$ cat src/rtl/gpx_pkg.sv
// Shared constants and types of the GPIO expander
package gpx_pkg;
   localparam int unsigned GPX_PORTS = 2;
   localparam int unsigned GPX_W = 8;
   localparam int unsigned GPX_IRQ_W = 3;
   // Fixed upper bits of the seven-bit target address
   localparam logic [3:0] GPX_ADDR_HI = 4'h4;
   // Command byte: bits [2:1] pick the register group, bit 0 the port
   localparam logic [1:0] GPX_GRP_IN = 2'h0;
   localparam logic [1:0] GPX_GRP_OUT = 2'h1;
   localparam logic [1:0] GPX_GRP_POL = 2'h2;
   localparam logic [1:0] GPX_GRP_CFG = 2'h3;
   // AHB-Lite byte offsets
   localparam logic [31:0] GPX_OFF_STAT = 32'h0000_0000;
   localparam logic [31:0] GPX_OFF_MASK = 32'h0000_0004;
   localparam logic [31:0] GPX_OFF_INPUT = 32'h0000_0008;
   localparam logic [31:0] GPX_OFF_CTRL = 32'h0000_000c;
   localparam int unsigned GPX_CTRL_EN_BIT = 0;
   localparam int unsigned GPX_CTRL_ADDR_LSB = 4;
   // Reset values
   localparam logic [7:0] GPX_CFG_RST = 8'hff;
   localparam logic [7:0] GPX_OUT_RST = 8'h00;
   localparam logic [7:0] GPX_POL_RST = 8'h00;
   localparam logic [2:0] GPX_MASK_RST = 3'h0;
   localparam logic GPX_EN_RST = 1'b1;
   // Start-up count until the pin synchroniser holds real levels
   localparam logic [1:0] GPX_PRIME_LOAD = 2'h2;
   localparam logic [1:0] GPX_PRIME_DONE = 2'h3;

   typedef struct packed {
      logic wr;
      logic rd;
      logic [2:0] ptr;
      logic [7:0] wdata;
   } gpx_i2c_req_t;
endpackage : gpx_pkg

$ cat src/rtl/gpx_sync.sv
// Two-flop synchroniser for pin inputs
`timescale 1ns/1ps
module gpx_sync
   import gpx_pkg::*;
#(
   parameter int unsigned W = 1
)
(
   input wire logic hclk,
   input wire logic hresetn,
   input wire logic [W-1:0] d,
   output logic [W-1:0] q
);
   typedef struct packed {
      logic [W-1:0] s1;
      logic [W-1:0] s2;
   } gpx_sync_q_t;

   gpx_sync_q_t st_q;
   gpx_sync_q_t st_d;

   always_comb
   begin
      st_d.s1 = d;
      st_d.s2 = st_q.s1;
   end

   always_ff @(posedge hclk or negedge hresetn)
   begin
      if (!hresetn)
      begin
         st_q <= '0;
      end
      else
      begin
         st_q <= st_d;
      end
   end

   assign q = st_q.s2;
endmodule : gpx_sync

$ cat src/rtl/gpx_i2c.sv
// I2C target engine: address match, command pointer, byte moves
`timescale 1ns/1ps
module gpx_i2c
   import gpx_pkg::*;
(
   input wire logic hclk,
   input wire logic hresetn,
   input wire logic scl,
   input wire logic sda,
   input wire logic enable,
   input wire logic [2:0] dev_addr,
   input wire logic [7:0] rd_byte,
   output gpx_i2c_req_t req,
   output logic sda_oe
);
   typedef enum logic [2:0] {
      ST_IDLE = 3'h0,
      ST_ADDR = 3'h1,
      ST_AACK = 3'h3,
      ST_WBYTE = 3'h2,
      ST_WACK = 3'h6,
      ST_RBYTE = 3'h7,
      ST_RACK = 3'h5
   } gpx_i2c_st_t;

   typedef struct packed {
      gpx_i2c_st_t st;
      logic [2:0] cnt;
      logic [7:0] shift;
      logic rw;
      logic first;
      logic drv;
      logic scl_p;
      logic sda_p;
      logic oe;
      logic [2:0] ptr;
      gpx_i2c_req_t req;
   } gpx_i2c_q_t;

   gpx_i2c_q_t q;
   gpx_i2c_q_t n;
   logic rise;
   logic fall;
   logic [7:0] byte_in;

   assign rise = scl && !q.scl_p;
   assign fall = !scl && q.scl_p;
   assign byte_in = {q.shift[6:0], sda};

   always_comb
   begin
      n = q;
      n.req.wr = 1'b0;
      n.req.rd = 1'b0;
      n.req.ptr = q.ptr;
      n.scl_p = scl;
      n.sda_p = sda;
      if (q.scl_p && scl && q.sda_p && !sda && enable)
      begin
         n.st = ST_ADDR;
         n.cnt = '0;
         n.oe = 1'b0;
      end
      else if (q.scl_p && scl && !q.sda_p && sda)
      begin
         n.st = ST_IDLE;
         n.oe = 1'b0;
      end
      else
      begin
         case (q.st)
            ST_ADDR:
            begin
               if (rise)
               begin
                  n.shift = byte_in;
                  n.cnt = q.cnt + 3'h1;
                  if (q.cnt == 3'h7)
                  begin
                     n.drv = 1'b0;
                     n.rw = sda;
                     n.st = (q.shift[6:0] == {GPX_ADDR_HI, dev_addr}) ?
                            ST_AACK : ST_IDLE;
                  end
               end
            end
            ST_AACK, ST_WACK:
            begin
               if (fall && !q.drv)
               begin
                  n.drv = 1'b1;
                  n.oe = 1'b1;
               end
               else if (fall)
               begin
                  n.drv = 1'b0;
                  n.cnt = '0;
                  n.first = (q.st == ST_AACK) ? 1'b1 : q.first;
                  if (q.st == ST_AACK && q.rw)
                  begin
                     n.shift = rd_byte;
                     n.oe = ~rd_byte[7];
                     n.req.rd = 1'b1;
                     n.st = ST_RBYTE;
                  end
                  else
                  begin
                     n.oe = 1'b0;
                     n.st = ST_WBYTE;
                  end
               end
            end
            ST_WBYTE:
            begin
               if (rise)
               begin
                  n.shift = byte_in;
                  n.cnt = q.cnt + 3'h1;
                  if (q.cnt == 3'h7)
                  begin
                     n.st = ST_WACK;
                     n.first = 1'b0;
                     n.ptr = q.first ? byte_in[2:0] : q.ptr ^ 3'h1;
                     n.req.wr = !q.first;
                     n.req.wdata = byte_in;
                  end
               end
            end
            ST_RBYTE:
            begin
               if (rise)
               begin
                  n.cnt = q.cnt + 3'h1;
                  n.st = (q.cnt == 3'h7) ? ST_RACK : ST_RBYTE;
               end
               else if (fall)
               begin
                  n.shift = {q.shift[6:0], 1'b0};
                  n.oe = ~q.shift[6];
               end
            end
            ST_RACK:
            begin
               if (rise)
               begin
                  n.drv = !sda;
                  n.ptr = sda ? q.ptr : q.ptr ^ 3'h1;
                  n.st = sda ? ST_IDLE : ST_RACK;
               end
               else if (fall && q.drv)
               begin
                  n.drv = 1'b0;
                  n.cnt = '0;
                  n.shift = rd_byte;
                  n.oe = ~rd_byte[7];
                  n.req.rd = 1'b1;
                  n.st = ST_RBYTE;
               end
               else if (fall)
               begin
                  n.oe = 1'b0;
               end
            end
            default:
            begin
               n.oe = 1'b0;
            end
         endcase
      end
   end

   always_ff @(posedge hclk or negedge hresetn)
   begin
      if (!hresetn)
      begin
         q <= '0;
      end
      else
      begin
         q <= n;
      end
   end

   assign req = q.req;
   assign sda_oe = q.oe;
endmodule : gpx_i2c

$ cat src/rtl/gpx_top.sv
// Sixteen-line GPIO expander top with AHB-Lite interrupt registers
//
// Implementation choices: register access over AHB-Lite and the placing of the registers.
`timescale 1ns/1ps
module gpx_top
   import gpx_pkg::*;
(
   input wire logic hclk,
   input wire logic hresetn,
   input wire logic hsel,
   input wire logic [31:0] haddr,
   input wire logic [1:0] htrans,
   input wire logic hwrite,
   input wire logic [2:0] hsize,
   input wire logic [31:0] hwdata,
   input wire logic hready,
   output logic hreadyout,
   output logic [31:0] hrdata,
   output logic hresp,
   output logic irq,
   input wire logic scl_i,
   input wire logic sda_i,
   output logic sda_o,
   output logic sda_oe,
   input wire logic [7:0] port_zero_lines_i,
   output logic [7:0] port_zero_lines_o,
   output logic [7:0] port_zero_lines_oe,
   input wire logic [7:0] port_one_lines_i,
   output logic [7:0] port_one_lines_o,
   output logic [7:0] port_one_lines_oe,
   input wire logic addr_select_bit_zero,
   input wire logic addr_select_bit_one,
   input wire logic addr_select_bit_two,
   output logic alert_n_o,
   output logic alert_oe
);
   typedef logic [GPX_PORTS-1:0][GPX_W-1:0] gpx_bank_t;

   typedef struct packed {
      gpx_bank_t outv;
      gpx_bank_t pol;
      gpx_bank_t cfg;
      gpx_bank_t oe;
      gpx_bank_t snap;
      logic [1:0] prime;
      logic [GPX_PORTS-1:0] diff_p;
      logic [GPX_IRQ_W-1:0] stat;
      logic [GPX_IRQ_W-1:0] mask;
      logic en;
      logic dph;
      logic dwr;
      logic [31:0] daddr;
      logic [31:0] rdata;
      logic irq;
      logic alert_oe;
   } gpx_top_q_t;

   gpx_top_q_t q;
   gpx_top_q_t n;
   gpx_bank_t pins;
   logic scl_s;
   logic sda_s;
   logic [2:0] dev_addr;
   logic [GPX_PORTS-1:0] diff;
   logic [GPX_IRQ_W-1:0] ev;
   logic [GPX_IRQ_W-1:0] clr;
   logic ahb_go;
   logic [7:0] rd_byte;
   gpx_i2c_req_t req;

   // Register byte seen by the I2C target for a command pointer
   function automatic logic [7:0] reg_byte(
      input logic [2:0] ptr,
      input gpx_top_q_t s,
      input gpx_bank_t lv
   );
      logic [7:0] r;
      r = '0;
      if (ptr[2:1] == GPX_GRP_IN)
      begin
         r = lv[ptr[0]] ^ s.pol[ptr[0]];
      end
      else if (ptr[2:1] == GPX_GRP_OUT)
      begin
         r = s.outv[ptr[0]];
      end
      else if (ptr[2:1] == GPX_GRP_POL)
      begin
         r = s.pol[ptr[0]];
      end
      else
      begin
         r = s.cfg[ptr[0]];
      end
      return r;
   endfunction : reg_byte

   // AHB-Lite read decode; unmapped words read as zero
   function automatic logic [31:0] ahb_rd(
      input logic [31:0] a,
      input gpx_top_q_t s,
      input gpx_bank_t lv,
      input logic [2:0] da
   );
      logic [31:0] r;
      r = '0;
      if (a == GPX_OFF_STAT)
      begin
         r[GPX_IRQ_W-1:0] = s.stat;
      end
      else if (a == GPX_OFF_MASK)
      begin
         r[GPX_IRQ_W-1:0] = s.mask;
      end
      else if (a == GPX_OFF_INPUT)
      begin
         r[2*GPX_W-1:0] = lv ^ s.pol;
      end
      else if (a == GPX_OFF_CTRL)
      begin
         r[GPX_CTRL_EN_BIT] = s.en;
         r[GPX_CTRL_ADDR_LSB +: 3] = da;
      end
      return r;
   endfunction : ahb_rd

   gpx_sync #(
      .W(2 * GPX_W + 5)
   ) u_sync (
      .hclk(hclk),
      .hresetn(hresetn),
      .d({port_one_lines_i, port_zero_lines_i, scl_i, sda_i,
          addr_select_bit_two, addr_select_bit_one,
          addr_select_bit_zero}),
      .q({pins, scl_s, sda_s, dev_addr})
   );

   gpx_i2c u_i2c (
      .hclk(hclk),
      .hresetn(hresetn),
      .scl(scl_s),
      .sda(sda_s),
      .enable(q.en),
      .dev_addr(dev_addr),
      .rd_byte(rd_byte),
      .req(req),
      .sda_oe(sda_oe)
   );

   assign rd_byte = reg_byte(req.ptr, q, pins);

   genvar g;
   generate
      for (g = 0; g < GPX_PORTS; g++)
      begin : g_port
         assign diff[g] = (q.prime == GPX_PRIME_DONE) &&
                          |((pins[g] ^ q.snap[g]) & q.cfg[g]);
      end
   endgenerate

   assign ahb_go = hsel && htrans[1] && hready;
   assign ev = {req.wr, diff & ~q.diff_p};

   always_comb
   begin
      n = q;
      clr = '0;
      if (q.prime != GPX_PRIME_DONE)
      begin
         n.prime = q.prime + 2'h1;
         if (q.prime == GPX_PRIME_LOAD)
         begin
            n.snap = pins;
         end
      end
      if (req.wr && req.ptr[2:1] == GPX_GRP_OUT)
      begin
         n.outv[req.ptr[0]] = req.wdata;
      end
      else if (req.wr && req.ptr[2:1] == GPX_GRP_POL)
      begin
         n.pol[req.ptr[0]] = req.wdata;
      end
      else if (req.wr && req.ptr[2:1] == GPX_GRP_CFG)
      begin
         n.cfg[req.ptr[0]] = req.wdata;
      end
      n.oe = ~n.cfg;
      // snapshot only the port that was read
      if (req.rd && req.ptr[2:1] == GPX_GRP_IN)
      begin
         n.snap[req.ptr[0]] = pins[req.ptr[0]];
      end
      n.alert_oe = |diff;
      n.diff_p = diff;
      if (q.dph && q.dwr)
      begin
         if (q.daddr == GPX_OFF_STAT)
         begin
            clr = hwdata[GPX_IRQ_W-1:0];
         end
         else if (q.daddr == GPX_OFF_MASK)
         begin
            n.mask = hwdata[GPX_IRQ_W-1:0];
         end
         else if (q.daddr == GPX_OFF_CTRL)
         begin
            n.en = hwdata[GPX_CTRL_EN_BIT];
         end
      end
      // New events win over a clear in the same cycle
      n.stat = (q.stat & ~clr) | ev;
      n.irq = |(n.stat & n.mask);
      n.dph = ahb_go;
      n.dwr = hwrite;
      n.daddr = haddr;
      if (ahb_go && !hwrite)
      begin
         n.rdata = ahb_rd(haddr, n, pins, dev_addr);
      end
   end

   always_ff @(posedge hclk or negedge hresetn)
   begin
      if (!hresetn)
      begin
         q <= '0;
         q.cfg <= {GPX_PORTS{GPX_CFG_RST}};
         q.outv <= {GPX_PORTS{GPX_OUT_RST}};
         q.pol <= {GPX_PORTS{GPX_POL_RST}};
         q.mask <= GPX_MASK_RST;
         q.en <= GPX_EN_RST;
      end
      else
      begin
         q <= n;
      end
   end

   assign port_zero_lines_o = q.outv[0];
   assign port_zero_lines_oe = q.oe[0];
   assign port_one_lines_o = q.outv[1];
   assign port_one_lines_oe = q.oe[1];
   assign alert_oe = q.alert_oe;
   assign alert_n_o = 1'b0;
   assign sda_o = 1'b0;
   assign irq = q.irq;
   assign hrdata = q.rdata;
   assign hreadyout = 1'b1;
   assign hresp = 1'b0;
endmodule : gpx_top

$ cat config.mk
export PLATFORM = sky130hd
export DESIGN_NAME = gpx_top
export DESIGN_NICKNAME = d
export VERILOG_FILES = /design/src/rtl/gpx_pkg.sv /design/src/rtl/gpx_sync.sv /design/src/rtl/gpx_i2c.sv /design/src/rtl/gpx_top.sv
export SDC_FILE = /design/constraint.sdc
export NUM_CORES = 1
export LEC_CHECK = 0
export ABC_AREA = 1
export BUFFER_PORTS_ARGS = -buffer_cell sky130_fd_sc_hd__buf_2
export CAP_MARGIN = 20
export CORE_MARGIN = 8
export CORE_UTILIZATION = 51
export DETAILED_ROUTE_END_ITERATION = 16
export GPL_TIMING_DRIVEN = 0
export PLACE_DENSITY = 0.81
export SYNTH_ARGS = -nofsm -noshare
export SYNTH_HDL_FRONTEND = slang
export SYNTH_SLANG_ARGS = --single-unit
$ cat constraint.sdc
create_clock -name hclk -period 1.5 [get_ports hclk]
set_clock_uncertainty 0.05 [all_clocks]
set_input_delay 0.225 -clock hclk [delete_from_list [all_inputs] [get_ports hclk]]
set_output_delay 0.225 -clock hclk [all_outputs]
set_load 0.02 [all_outputs]
==> results.md, run 1 <==
- Share of layout cells above drive strength 1: 39.85%
- Cell variety after synth: 48
- Util after Layout: 74.45%
- Startpoint types: flop
- Core area: 0.01940 sq mm
- Max-cap viol count: 0
- WP data required: 1.85 ns
- Worst Tran Pin Value: 0.9344 ns
- Wirelength, routed: 32.56 mm
- Setup WS post-layout: -0.2873 ns
- Gr ovfl total: 0
- Die X: 156.5 microns
- Status: finished with violations
- Final setup vio count: 97
- Final worst-path cycle share: 119.2%
- Post-Synthesis Cells: 1127
- Worst reg2reg setup slack: -0.29 ns
- Area share of xor/xnor cells in the synthesized design: 1.567%
- Flops & latches, synth: 220
- Critical Path Fanout Max: 4
- Mapped cell area: 0.01006 sq mm
- Post-DP HPWL: 18.75 mm
- Latest clock arrival within the worst-skew pair: 0.52 ns
- Post-synth EDFFs: 0
- First-pass GRT wire length: 46.53 mm
- CTS Buf Count: 24
- Die area: 0.02448 sq mm
- Pre-antenna DRT Iters: 6
- Final hold vios: 115
- Mux cell area share after synthesis: 1.007%
- Die Height: 156.5 microns
- Routability Congestion: 0.9323
- Failing checks: negative hold slack, negative setup slack
- Min Tclk post-route: 1.787 ns
- Via density: 5.499
- Worst IR drop on VDD: 0.0007828 V
- DP Worst Slack: -0.4533 ns
- CTS root buf: clkbuf_16
- Number of routed nets with antenna violations: 0
- Ports: 166
- H-tree lvl count: 1
- Initial core utilization: 51.86%
- CP Class: reg -> reg
- Syn. warnings: 0
- Reg2Reg Depth: 9
- Synth Area in Simple Gates: 20.10%
- Syn Area/Cell: 8.927 sq um
- Cts hold-fix bufs: 56
- Seq/Total Area, Yosys: 54.93%
- Wire per inst: 19.11 microns
- F_max: 559.5 MHz
- Post-route DRC: 0
- FF-to-FF End: irq
- Main synth FF type: dfrtp_1
- Setup repair after global routing missed its margin: yes
- Vias: 9371
- DR iter-0 viols: 932
- Largest net degree at the start of global routing: 126
- Power Dens Cells: 905.1 mW/mm^2
- Initial antenna violation count: 0
- CTS tree: yes
- Relative slew slack: 37.70%
- Critical Path AT: 2.13 ns
- Max-slew violations: 0
- Post-synthesis adder-cell area fraction: 0.4975%
- Largest family of logic cells by synthesized area: simple AND/OR/NAND/NOR gates
- Worst Hold Slack: -0.2260 ns
- Fraction of registers with async set/reset: 100.0%
- Setup crit end kind: flop
- Clock slew at reported path FFs: 0.06 ns
- IO buf count: 112
- # rows: 51
- Longest Clk Path Bufs: 3
- Total power: 13.07 mW
- Complex-gate fraction of the synthesized area: 10.70%
- FF-to-FF Start: q[59]
- Area Overhead vs Synth: 43.55%
- Vias in the first global route: 8940
- Leak Pwr: 6.975 nW
- Worst hold path type: in -> async
- All-Layer GR Usage: 24.10%
- Clock Sink Count: 220
- Nets: 1519
==> cells in the mapped netlist, types with 5 or more instances <==
| cell type | number | area (sq um) |
|---|---|---|
| inv_1 | 122 | 457.9 |
| nor2_1 | 89 | 334.1 |
| nand2_1 | 284 | 1066 |
| dfstp_2 | 17 | 446.7 |
| o21a_1 | 15 | 112.6 |
| a21oi_1 | 39 | 195.2 |
| nor3_1 | 8 | 40.04 |
| o221ai_1 | 5 | 43.79 |
| nand2_2 | 9 | 56.30 |
| nand3_1 | 58 | 290.3 |
| o31ai_1 | 8 | 60.06 |
| buf_2 | 12 | 60.06 |
| clkbuf_1 | 5 | 18.77 |
| xnor2_1 | 11 | 96.34 |
| o21ai_0 | 88 | 440.4 |
| o21ai_2 | 6 | 52.55 |
| mux2_2 | 8 | 90.09 |
| nand4_1 | 6 | 37.54 |
| xor2_1 | 7 | 61.31 |
| dfrtp_1 | 203 | 5080 |
| inv_2 | 9 | 33.78 |
| buf_4 | 68 | 510.5 |
==> registers in the layout, summed over array words and instances, names as in the netlist, 7 cells and up <==
name,cells
u_sync.st_d,21
hrdata,16
q,93
port_one_lines_o,8
u_i2c.byte_in,7
port_zero_lines_o,8
u_sync.q,21
port_zero_lines_oe,8
u_i2c.req,13
port_one_lines_oe,8
u_i2c.q,11
==> routing by layer <==
metal	part of all wire (%)	track usage [%]	up-vias	wire length (microns)
met5	0	0	-	0
met4	5.7	11.85	0	1871
met3	8.2	3.889	159	2661
met2	50	41.35	562	16340
met1	36	29.05	4534	11690
li1	-	-	4116	-
==> critical path, stage by stage (launching register included) <==
cell and delay, ns:
dfrtp_1 0.36, nor2_1 0.10, nand2_1 0.12, nor2_2 0.19, nand2_2 0.14, nor2_4 0.16
nand3_1 0.16, and2_4 0.21, nand2_1 0.09, nand3_2 0.09
==> final cells by class <==
class,instances,area (sq um)
Tap cell,265,331.6
Timing Repair inverter,1,7.507
Clock inverter,5,77.57
Antenna cell,1,2.502
Clock buffer,39,768.2
Timing Repair Buffer,250,1969
Inverter,132,533.0
Sequential cell,220,5535
Multi-Input combinational cell,705,4498
Fill cell,1188,4956
Buffer,86,719.4
==> cells in the final DEF (no fill, tap or decap), types with 9 or more instances in the layout <==
master	count
clkbuf_8	9
o21ai_1	31
nor2_4	18
nor2_1	61
dfstp_2	17
clkbuf_16	26
nor2_2	15
nand2_2	40
o21ai_2	21
nand2_4	28
a21oi_1	26
o21a_1	15
inv_1	107
buf_2	104
o21ai_4	11
o21ai_0	37
buf_4	127
inv_2	14
nand3_1	40
nand2_1	220
dlygate4sd3_1	56
conb_1	20
a21oi_2	15
dfrtp_1	196
buf_6	33
nand3_2	15
==> how the worst max path moves through the flow <==
stage                 start           to  slack (ns)  cells past startpoint
6_report              q[59]          irq       -0.29                      9
5_1_grt               q[60]          irq       -0.39                      9
4_1_cts        u_i2c.req[9]   hrdata[12]       -0.17                      9
3_5_place_dp      haddr[20]    hrdata[7]       -0.45                      9
3_3_place_gp        hresetn  u_i2c.q[34]       -3.84                      1
2_1_floorplan   u_i2c.q[31]   u_i2c.n[9]       -0.06                      8
==> cell families (layout without fill, tap and decap cells) <==
kind of cell    Yosys count  in the layout
buf+inv                 220            513
mux                       9              9
xor+xnor                 18             18
flops                   220            220
compound gates          181            181
other cells               2             21
simple gates            473            473
fa+ha+maj                 4              4
==> per-stage QoR <==
step / hold slack, ns / setup TNS [ns] / area (sq um) / instances
finish: -0.2260 / -14.21 / 14440 / 1704
global route: -0.1493 / -20.60 / 14440 / 1703
CTS: -0.2046 / -9.277 / 13400 / 1670
detailed placement: 0.2843 / -26.84 / 11120 / 1523
global placement: 0.2823 / -763.32 / 11080 / 1522
floorplan: -0.1206 / -0.1179 / 10190 / 1145
==> repair_timing <==
item | in CTS | in global routing
setup endpoints to repair | 119 | 128
cloned | 3 | 2
pin swaps | 42 | 63
hold endpoints to repair | 170 | 115
buffers inserted | 45 | 33
gates resized for setup | 171 | 223
==> where the power goes <==
group	internal (mW)	total (mW)	switching [mW]
Sequential	6.07	6.17	0.103
Combinational	0.285	0.668	0.383
Clock	3.83	6.24	2.41
Total	10.2	13.1	2.89
No activity file was read; power rests on OpenSTA's default activity.
==> inputs of run 2 (changes only) <==
- CORE_UTILIZATION: 51 -> 61
- PLACE_DENSITY: 0.81 -> 0.9
- clock period: 1.5 -> 2.23 ns (I/O delays scaled with it)
==> results.md, run 2 (synthesis gave the netlist of run 1 again) <==
- Status: complete, no violations (was finished with violations)
- Gr ovfl total: 0 (unchanged)
- # rows: 47 (was 51)
- Number of routed nets with antenna violations: 0 (unchanged)
- Die area: 0.02086 sq mm (was 0.02448 sq mm)
- Initial core utilization: 61.54% (was 51.86%)
- Worst Tran Pin Value: 0.8152 ns (was 0.9344 ns)
- Pre-antenna DRT Iters: 6 (unchanged)
- Bufs and invs on worst path: 4 (was 0)
- Critical Path Max Stage Delay: 0.54 ns (was 0.36 ns)
- Die Height: 144.4 microns (was 156.5 microns)
- Area Overhead vs Synth: 22.90% (was 43.55%)
- Largest net degree at the start of global routing: 112 (was 126)
- Critical Path Fanout Max: 10 (was 4)
- Worst hold path type: in -> reg (was in -> async)
- Share of layout cells above drive strength 1: 22.40% (was 39.85%)
- Post-route DRC: 0 (unchanged)
- First-pass GRT wire length: 44.80 mm (was 46.53 mm)
- Nets: 1438 (was 1519)
- Worst IR drop on VDD: 0.0005921 V (was 0.0007828 V)
- Util after Layout: 75.63% (was 74.45%)
- Vias in the first global route: 8604 (was 8940)
- Relative slew slack: 45.66% (was 37.70%)
- Largest delay share family, worst path: buffers and inverters (was simple AND/OR/NAND/NOR gates)
- Fill cells: 1081 (was 1188)
- Final hold vios: 0 (was 115)
- Leak Pwr: 6.116 nW (was 6.975 nW)
- Critical Path AT: 2.51 ns (was 2.13 ns)
- Via density: 5.434 (was 5.499)
- Reg2Reg Depth: 10 (was 9)
- Setup repair after global routing missed its margin: no (was yes)
- Power Dens Cells: 692.4 mW/mm^2 (was 905.1 mW/mm^2)
- Wirelength, routed: 28.75 mm (was 32.56 mm)
- # diodes: 0 (was 1)
- Routability Congestion: 0.9499 (was 0.9323)
- Hold path startpoint: hready
- Max-slew violations: 0 (unchanged)
- Wire per inst: 18.23 microns (was 19.11 microns)
- H-tree lvl count: 1 (unchanged)
- Most frequent cells in the layout: 284 x nand2_1, 203 x dfrtp_1, 123 x buf_2 (was 220 x nand2_1, 196 x dfrtp_1, 127 x buf_4)
- Core area: 0.01635 sq mm (was 0.01940 sq mm)
- Ports: 166 (unchanged)
- Min Tclk post-route: 2.150 ns
- Min-Delay Path Depth: 3
- Worst reg2reg setup slack: 0.17 ns (was -0.29 ns)
- Total power: 8.561 mW (was 13.07 mW)
- CTS Buf Count: 24 (unchanged)
- Largest Register: q (unchanged)
- Critical-path cell list: dlygate4sd3_1 > buf_2 > nor2_1 > nand2_1 > nor2_1 > nand2_1 > nor2_4 > inv_1 > buf_2 > o31ai_1 (was nor2_1 > nand2_1 > nor2_2 > nand2_2 > nor2_4 > nand3_1 > and2_4 > nand2_1 > nand3_2)
- Die X: 144.4 microns (was 156.5 microns)
- Clock slew at reported path FFs: 0.07 ns (was 0.06 ns)
- Initial antenna violation count: 0 (unchanged)
- F_max: 465.1 MHz
- Finished Layout Cells: 1577 (was 1704)
- Hold endpoint: q[67]
- FF/Latch Area: 0.005527 sq mm (was 0.005535 sq mm)
- FF-to-FF Start: u_i2c.req[8] (was q[59])
- IO buf count: 112 (unchanged)
- FF-to-FF End: u_i2c.sda_oe (was irq)
- WP data required: 2.59 ns (was 1.85 ns)
- Clock Sink Count: 220 (unchanged)
- Longest Clk Path Bufs: 3 (unchanged)
- Critical-path top delay cell: dlygate4sd3_1 (was dfrtp_1)
- Setup crit end kind: flop (unchanged)
- Commonest non-fill, non-tap cell in the layout: nand2_1 (unchanged)
- CP Class: in -> reg (was reg -> reg)
- Startpoint types: input pin (was flop)
- # placed instances: 1478 (was 1523)
- CTS root buf: clkbuf_16 (unchanged)
- Crit path from: haddr[16] (was q[59])
- Post-DP HPWL: 18.87 mm (was 18.75 mm)
- Max-cap viol count: 0 (unchanged)
- DR iter-0 viols: 1000 (was 932)
- Multi-input logic area: 0.003487 sq mm (was 0.004498 sq mm)
- Post-CTS Setup Inserts: 0 (was 45)
- Largest register FFs: 93 (unchanged)
- Final worst-path cycle share: 96.41%
- CTS tree: yes (unchanged)
- Vias: 8569 (was 9371)
- All-Layer GR Usage: 28.09% (was 24.10%)
- Worst Hold Slack: 0.1054 ns (was -0.2260 ns)
- Latest clock arrival within the worst-skew pair: 0.52 ns (about the same)
- Final setup vio count: 0 (was 97)
==> run 2: changes by cell type in the layout (fill, tap and decap cells not counted), sizes merged <==
cell and change:
buf -81, bufinv -1, clkbuf -1, clkinvlp +2
diode -1, dlygate4sd3 -1, inv +1
==> run 2: area by class of cell <==
cell class	count	area share, %
inverters	132	4.007
flip-flops and latches	220	44.70
clock buffers	36	5.879
multi-input cells	705	28.20
well taps	220	2.226
repair buffers	168	9.290
clock inverters	8	0.6375
plain buffers	88	5.060
==> run 2: how the worst max path moves through the flow <==
stage	endpoint	slack (ns)	cells after the start
2_1_floorplan	u_i2c.n[9]	0.56	8
6_report	hrdata[9]	0.08	10
3_3_place_gp	port_one_lines_oe[3]	-2.69	1
3_5_place_dp	hrdata[12]	0.17	9
5_1_grt	hrdata[12]	0.03	10
4_1_cts	hrdata[9]	0.11	10
==> run 2: routing by layer <==
layer,global-route usage (%),routed length [microns],vias up
met5,0,0,-
met4,15.50,1674,0
met3,4.259,2458,119
met2,47.89,14220,477
met1,33.63,10390,4046
li1,-,-,3927
==> run 2: power by group <==
group / switching (mW) / internal, mW
clock: 1.63 / 2.38
sequential: 0.0683 / 4.08
combinational: 0.237 / 0.174
total: 1.93 / 6.63
==> run 2: timing repair <==
| item | 4_1_cts | 5_1_grt |
|---|---|---|
| endpoints found under the setup margin | 0 | 8 |
| resized for setup | 0 | 4 |
| hold endpoints to repair | 151 | 0 |
| hold buffers | 55 | 0 |
==> run 2: worst register-to-register path, stage by stage (launching register included) <==
cell and delay [ns]:
dfrtp_1 0.38, buf_6 0.16, inv_2 0.14, clkbuf_1 0.37, nand2_1 0.13, nand3_1 0.16, o2111ai_1 0.13, o211ai_1 0.17
nand2_1 0.13, nand2_1 0.08, nand2_1 0.04
==> run 2: through the flow <==
step           cell area [sq um]  setup WS, ns  setup TNS (ns)
6_report                   12360       0.07996               0
2_1_floorplan              10130        0.5555               0
5_1_grt                    12360       0.02512               0
3_3_place_gp               10960        -2.693         -567.47
3_5_place_dp               11000        0.1655               0
4_1_cts                    12360        0.1117               0
==> inputs of run 3 (changes only) <==
- ABC_AREA: 1 -> not set
- ABC_CLOCK_PERIOD_IN_PS: not set -> 2230
- PLACE_DENSITY: 0.9 -> 0.91
==> results.md, run 3 <==
- Max-slew violations: 0 (unchanged)
- Hold path startpoint: hwdata[2] (was hready)
- Vias: 7080 (was 8569)
- Ports: 166 (unchanged)
- Latest clock arrival within the worst-skew pair: 0.51 ns (was 0.52 ns)
- Seq/Total Area, Yosys: 57.06% (was 54.93%)
- Flops & latches, synth: 220 (unchanged)
- Post-synth EDFFs: 0 (unchanged)
- CTS root buf: clkbuf_16 (unchanged)
- Critical Path Fanout Max: 5 (was 10)
- Util after Layout: 76.70% (was 75.63%)
- Min-Delay Path Depth: 2 (was 3)
- Most frequent cells in the layout: 202 x dfrtp_1, 124 x buf_2, 83 x mux2_2 (was 284 x nand2_1, 203 x dfrtp_1, 123 x buf_2)
- Setup WS post-layout: -0.08878 ns (was 0.07996 ns)
- Post-Synthesis Cells: 770 (was 1127)
- Final worst-path cycle share: 104.0% (was 96.41%)
- CP Class: reg -> reg (was in -> reg)
- Longest Clk Path Bufs: 3 (unchanged)
- Clock Sink Count: 220 (unchanged)
- FF-to-FF Start: q[62] (was u_i2c.req[8])
- # rows: 46 (was 47)
- Failing checks: negative setup slack
- Largest net degree at the start of global routing: 134 (was 112)
- DR iter-0 viols: 559 (was 1000)
- Via density: 5.803 (was 5.434)
- CTS tree: yes (unchanged)
- Max-cap viol count: 0 (unchanged)
- Initial core utilization: 61.64% (was 61.54%)
- Power Dens Cells: 682.6 mW/mm^2 (was 692.4 mW/mm^2)
- Initial antenna violation count: 0 (unchanged)
- Leak Pwr: 5.537 nW (was 6.116 nW)
- Pre-antenna DRT Iters: 5 (was 6)
- Core area: 0.01571 sq mm (was 0.01635 sq mm)
- Relative slew slack: 45.01% (was 45.66%)
- Commonest non-fill, non-tap cell in the layout: dfrtp_1 (was nand2_1)
- Reg2Reg Depth: 6 (was 10)
- Main synth FF type: dfrtp_1 (unchanged)
- H-tree lvl count: 1 (unchanged)
- Worst Tran Pin Value: 0.8249 ns (was 0.8152 ns)
- Post-DP HPWL: 16.63 mm (was 18.87 mm)
- Final setup vio count: 2 (was 0)
- Finished Layout Cells: 1220 (was 1577)
- Status: finished with violations (was complete, no violations)
- F_max: 431.3 MHz (was 465.1 MHz)
- Post-route DRC: 0 (unchanged)
- All-Layer GR Usage: 26.14% (was 28.09%)
- Syn. warnings: 0 (unchanged)
- Fraction of registers with async set/reset: 100.0% (unchanged)
- Clock slew at reported path FFs: 0.06 ns (was 0.07 ns)
- Wire per inst: 21.83 microns (was 18.23 microns)
- Syn Area/Cell: 12.58 sq um (was 8.927 sq um)
- Worst hold path type: in -> reg (unchanged)
- Largest Register: q (unchanged)
- Startpoint types: flop (was input pin)
- Routability Congestion: 0.9449 (was 0.9499)
- Setup crit end kind: flop (unchanged)
- Multi-input logic area: 0.003613 sq mm (was 0.003487 sq mm)
- Final hold vios: 0 (unchanged)
- First-pass GRT wire length: 41.05 mm (was 44.80 mm)
- # diodes: 0 (unchanged)
- Min Tclk post-route: 2.319 ns (was 2.150 ns)
- Setup repair after global routing missed its margin: yes (was no)
- Worst IR drop on VDD: 0.0006800 V (was 0.0005921 V)
- Synth area leader: dfrtp_1 (unchanged)
- FF-to-FF End: irq (was u_i2c.sda_oe)
- Synth top area cells: dfrtp_1 52%, mux2_2 9.8%, buf_4 5.3%, dfstp_2 4.6%, mux4_2 3.5% (was dfrtp_1 50%, nand2_1 11%, buf_4 5.1%, inv_1 4.6%, dfstp_2 4.4%)
- FF/Latch Area: 0.005528 sq mm (was 0.005527 sq mm)
- Die Height: 142.0 microns (was 144.4 microns)
- Worst Hold Slack: 0.06213 ns (was 0.1054 ns)
- Number of routed nets with antenna violations: 0 (unchanged)
- Share of layout cells above drive strength 1: 38.35% (was 22.40%)
- Sum of negative setup slack: -0.1120 ns (was 0 ns)
- Nets: 1087 (was 1438)
- Die area: 0.02017 sq mm (was 0.02086 sq mm)
- # placed instances: 1117 (was 1478)
- Worst reg2reg setup slack: -0.09 ns (was 0.17 ns)
- Hold endpoint: q[71] (was q[67])
- Post-synth top cells: 203 x dfrtp_1, 84 x mux2_2, 68 x buf_4 (was 284 x nand2_1, 203 x dfrtp_1, 122 x inv_1)
- Wirelength, routed: 26.64 mm (was 28.75 mm)
- Mapped cell area: 0.009686 sq mm (was 0.01006 sq mm)
- Critical Path AT: 2.67 ns (was 2.51 ns)
- Vias in the first global route: 7462 (was 8604)
- Area Overhead vs Synth: 24.43% (was 22.90%)
- IO buf count: 112 (unchanged)
- Top-count cell post-synth: dfrtp_1 (was nand2_1)
- Largest register FFs: 93 (unchanged)
- DP Worst Slack: -0.3079 ns (was 0.1655 ns)
- Post-synth top area share: 52.45% (was 50.49%)
- WP data required: 2.58 ns (was 2.59 ns)
- Die X: 142.0 microns (was 144.4 microns)
- Fill cells: 938 (was 1081)
- Gr ovfl total: 0 (unchanged)
- CTS Buf Count: 23 (was 24)
- Cell variety after synth: 64 (was 48)
==> run 3: cell count changes after synthesis, sizes merged, moves of 19 or more <==
cell | previous run | this run
o21ai | 100 | 40
nand3 | 60 | 8
nand2 | 295 | 56
nor2 | 96 | 28
mux2 | 9 | 86
a21oi | 42 | 23
inv | 131 | 27
==> run 3: metrics by stage <==
stage               power (mW)  area [sq um]
global placement         4.512         10580
floorplan                4.345          9753
global route             8.457         12050
finish                   8.227         12050
CTS                      8.207         11950
detailed placement       4.537         10620
==> run 3: power by group <==
group / internal, mW / leakage [nW] / switching, mW
clock: 2.10 / 0.346 / 1.56
sequential: 4.08 / 2.70 / 0.0880
combinational: 0.189 / 2.50 / 0.216
==> run 3: critical path, cell delays in order (launching register included) <==
cell     delay, ns
dfrtp_1       0.38
nor4b_2       0.37
nand4_4       0.22
nor4b_4       0.46
mux2_4        0.36
a22o_1        0.21
a21o_1        0.15
==> run 3: worst max path at each step <==
stage	startpoint	end	slack, ns	cells after the start
global placement	hresetn	port_one_lines_oe[3]	-2.75	1
detailed placement	haddr[8]	hrdata[15]	-0.31	7
floorplan	q[62]	irq	0.16	6
global route	q[62]	irq	-0.17	6
CTS	q[50]	irq	-0.03	6
finish	q[62]	irq	-0.09	6
==> run 3: logic make-up (layout without fill, tap and decap cells) <==
family | Yosys count | after routing | synth area share, %
adders and majority gates | 4 | 4 | 0.5167
buffers and inverters | 120 | 336 | 7.480
muxes | 112 | 112 | 14.70
other | 2 | 20 | 0.07754
xor gates and xnor gates | 35 | 35 | 3.165
AOI/OAI and AO/OA | 110 | 110 | 7.402
DFF | 220 | 220 | 57.06
and+or+nand+nor | 167 | 167 | 9.598
==> run 3: repair_timing <==
action | 4_1_cts | 5_1_grt
cloned | 0 | 0
pin swaps | 5 | 8
setup endpoints to repair | 37 | 23
hold buffers | 55 | 0
resized for setup | 7 | 17
endpoints found under the hold margin | 135 | 0
buffers inserted | 3 | 4
==> run 3: metal layers <==
metal / track usage (%) / routed length (microns) / vias up
met2: 44.05 / 13360 / 375
met3: 5.300 / 1957 / 93
li1: - / - / 3073
met4: 10.63 / 1131 / 0
met1: 32.43 / 10190 / 3539
met5: 0 / 0 / -
==> run 3: final cells by class <==
| type | instances | share of cell area [%] |
|---|---|---|
| tap | 216 | 2.243 |
| sequential | 220 | 45.87 |
| multi-input combinational | 448 | 29.98 |
| clock inverter | 8 | 0.6229 |
| buffer | 93 | 5.222 |
| clock buffer | 33 | 5.253 |
| inverter | 27 | 0.8409 |
| timing repair buffer | 175 | 9.967 |
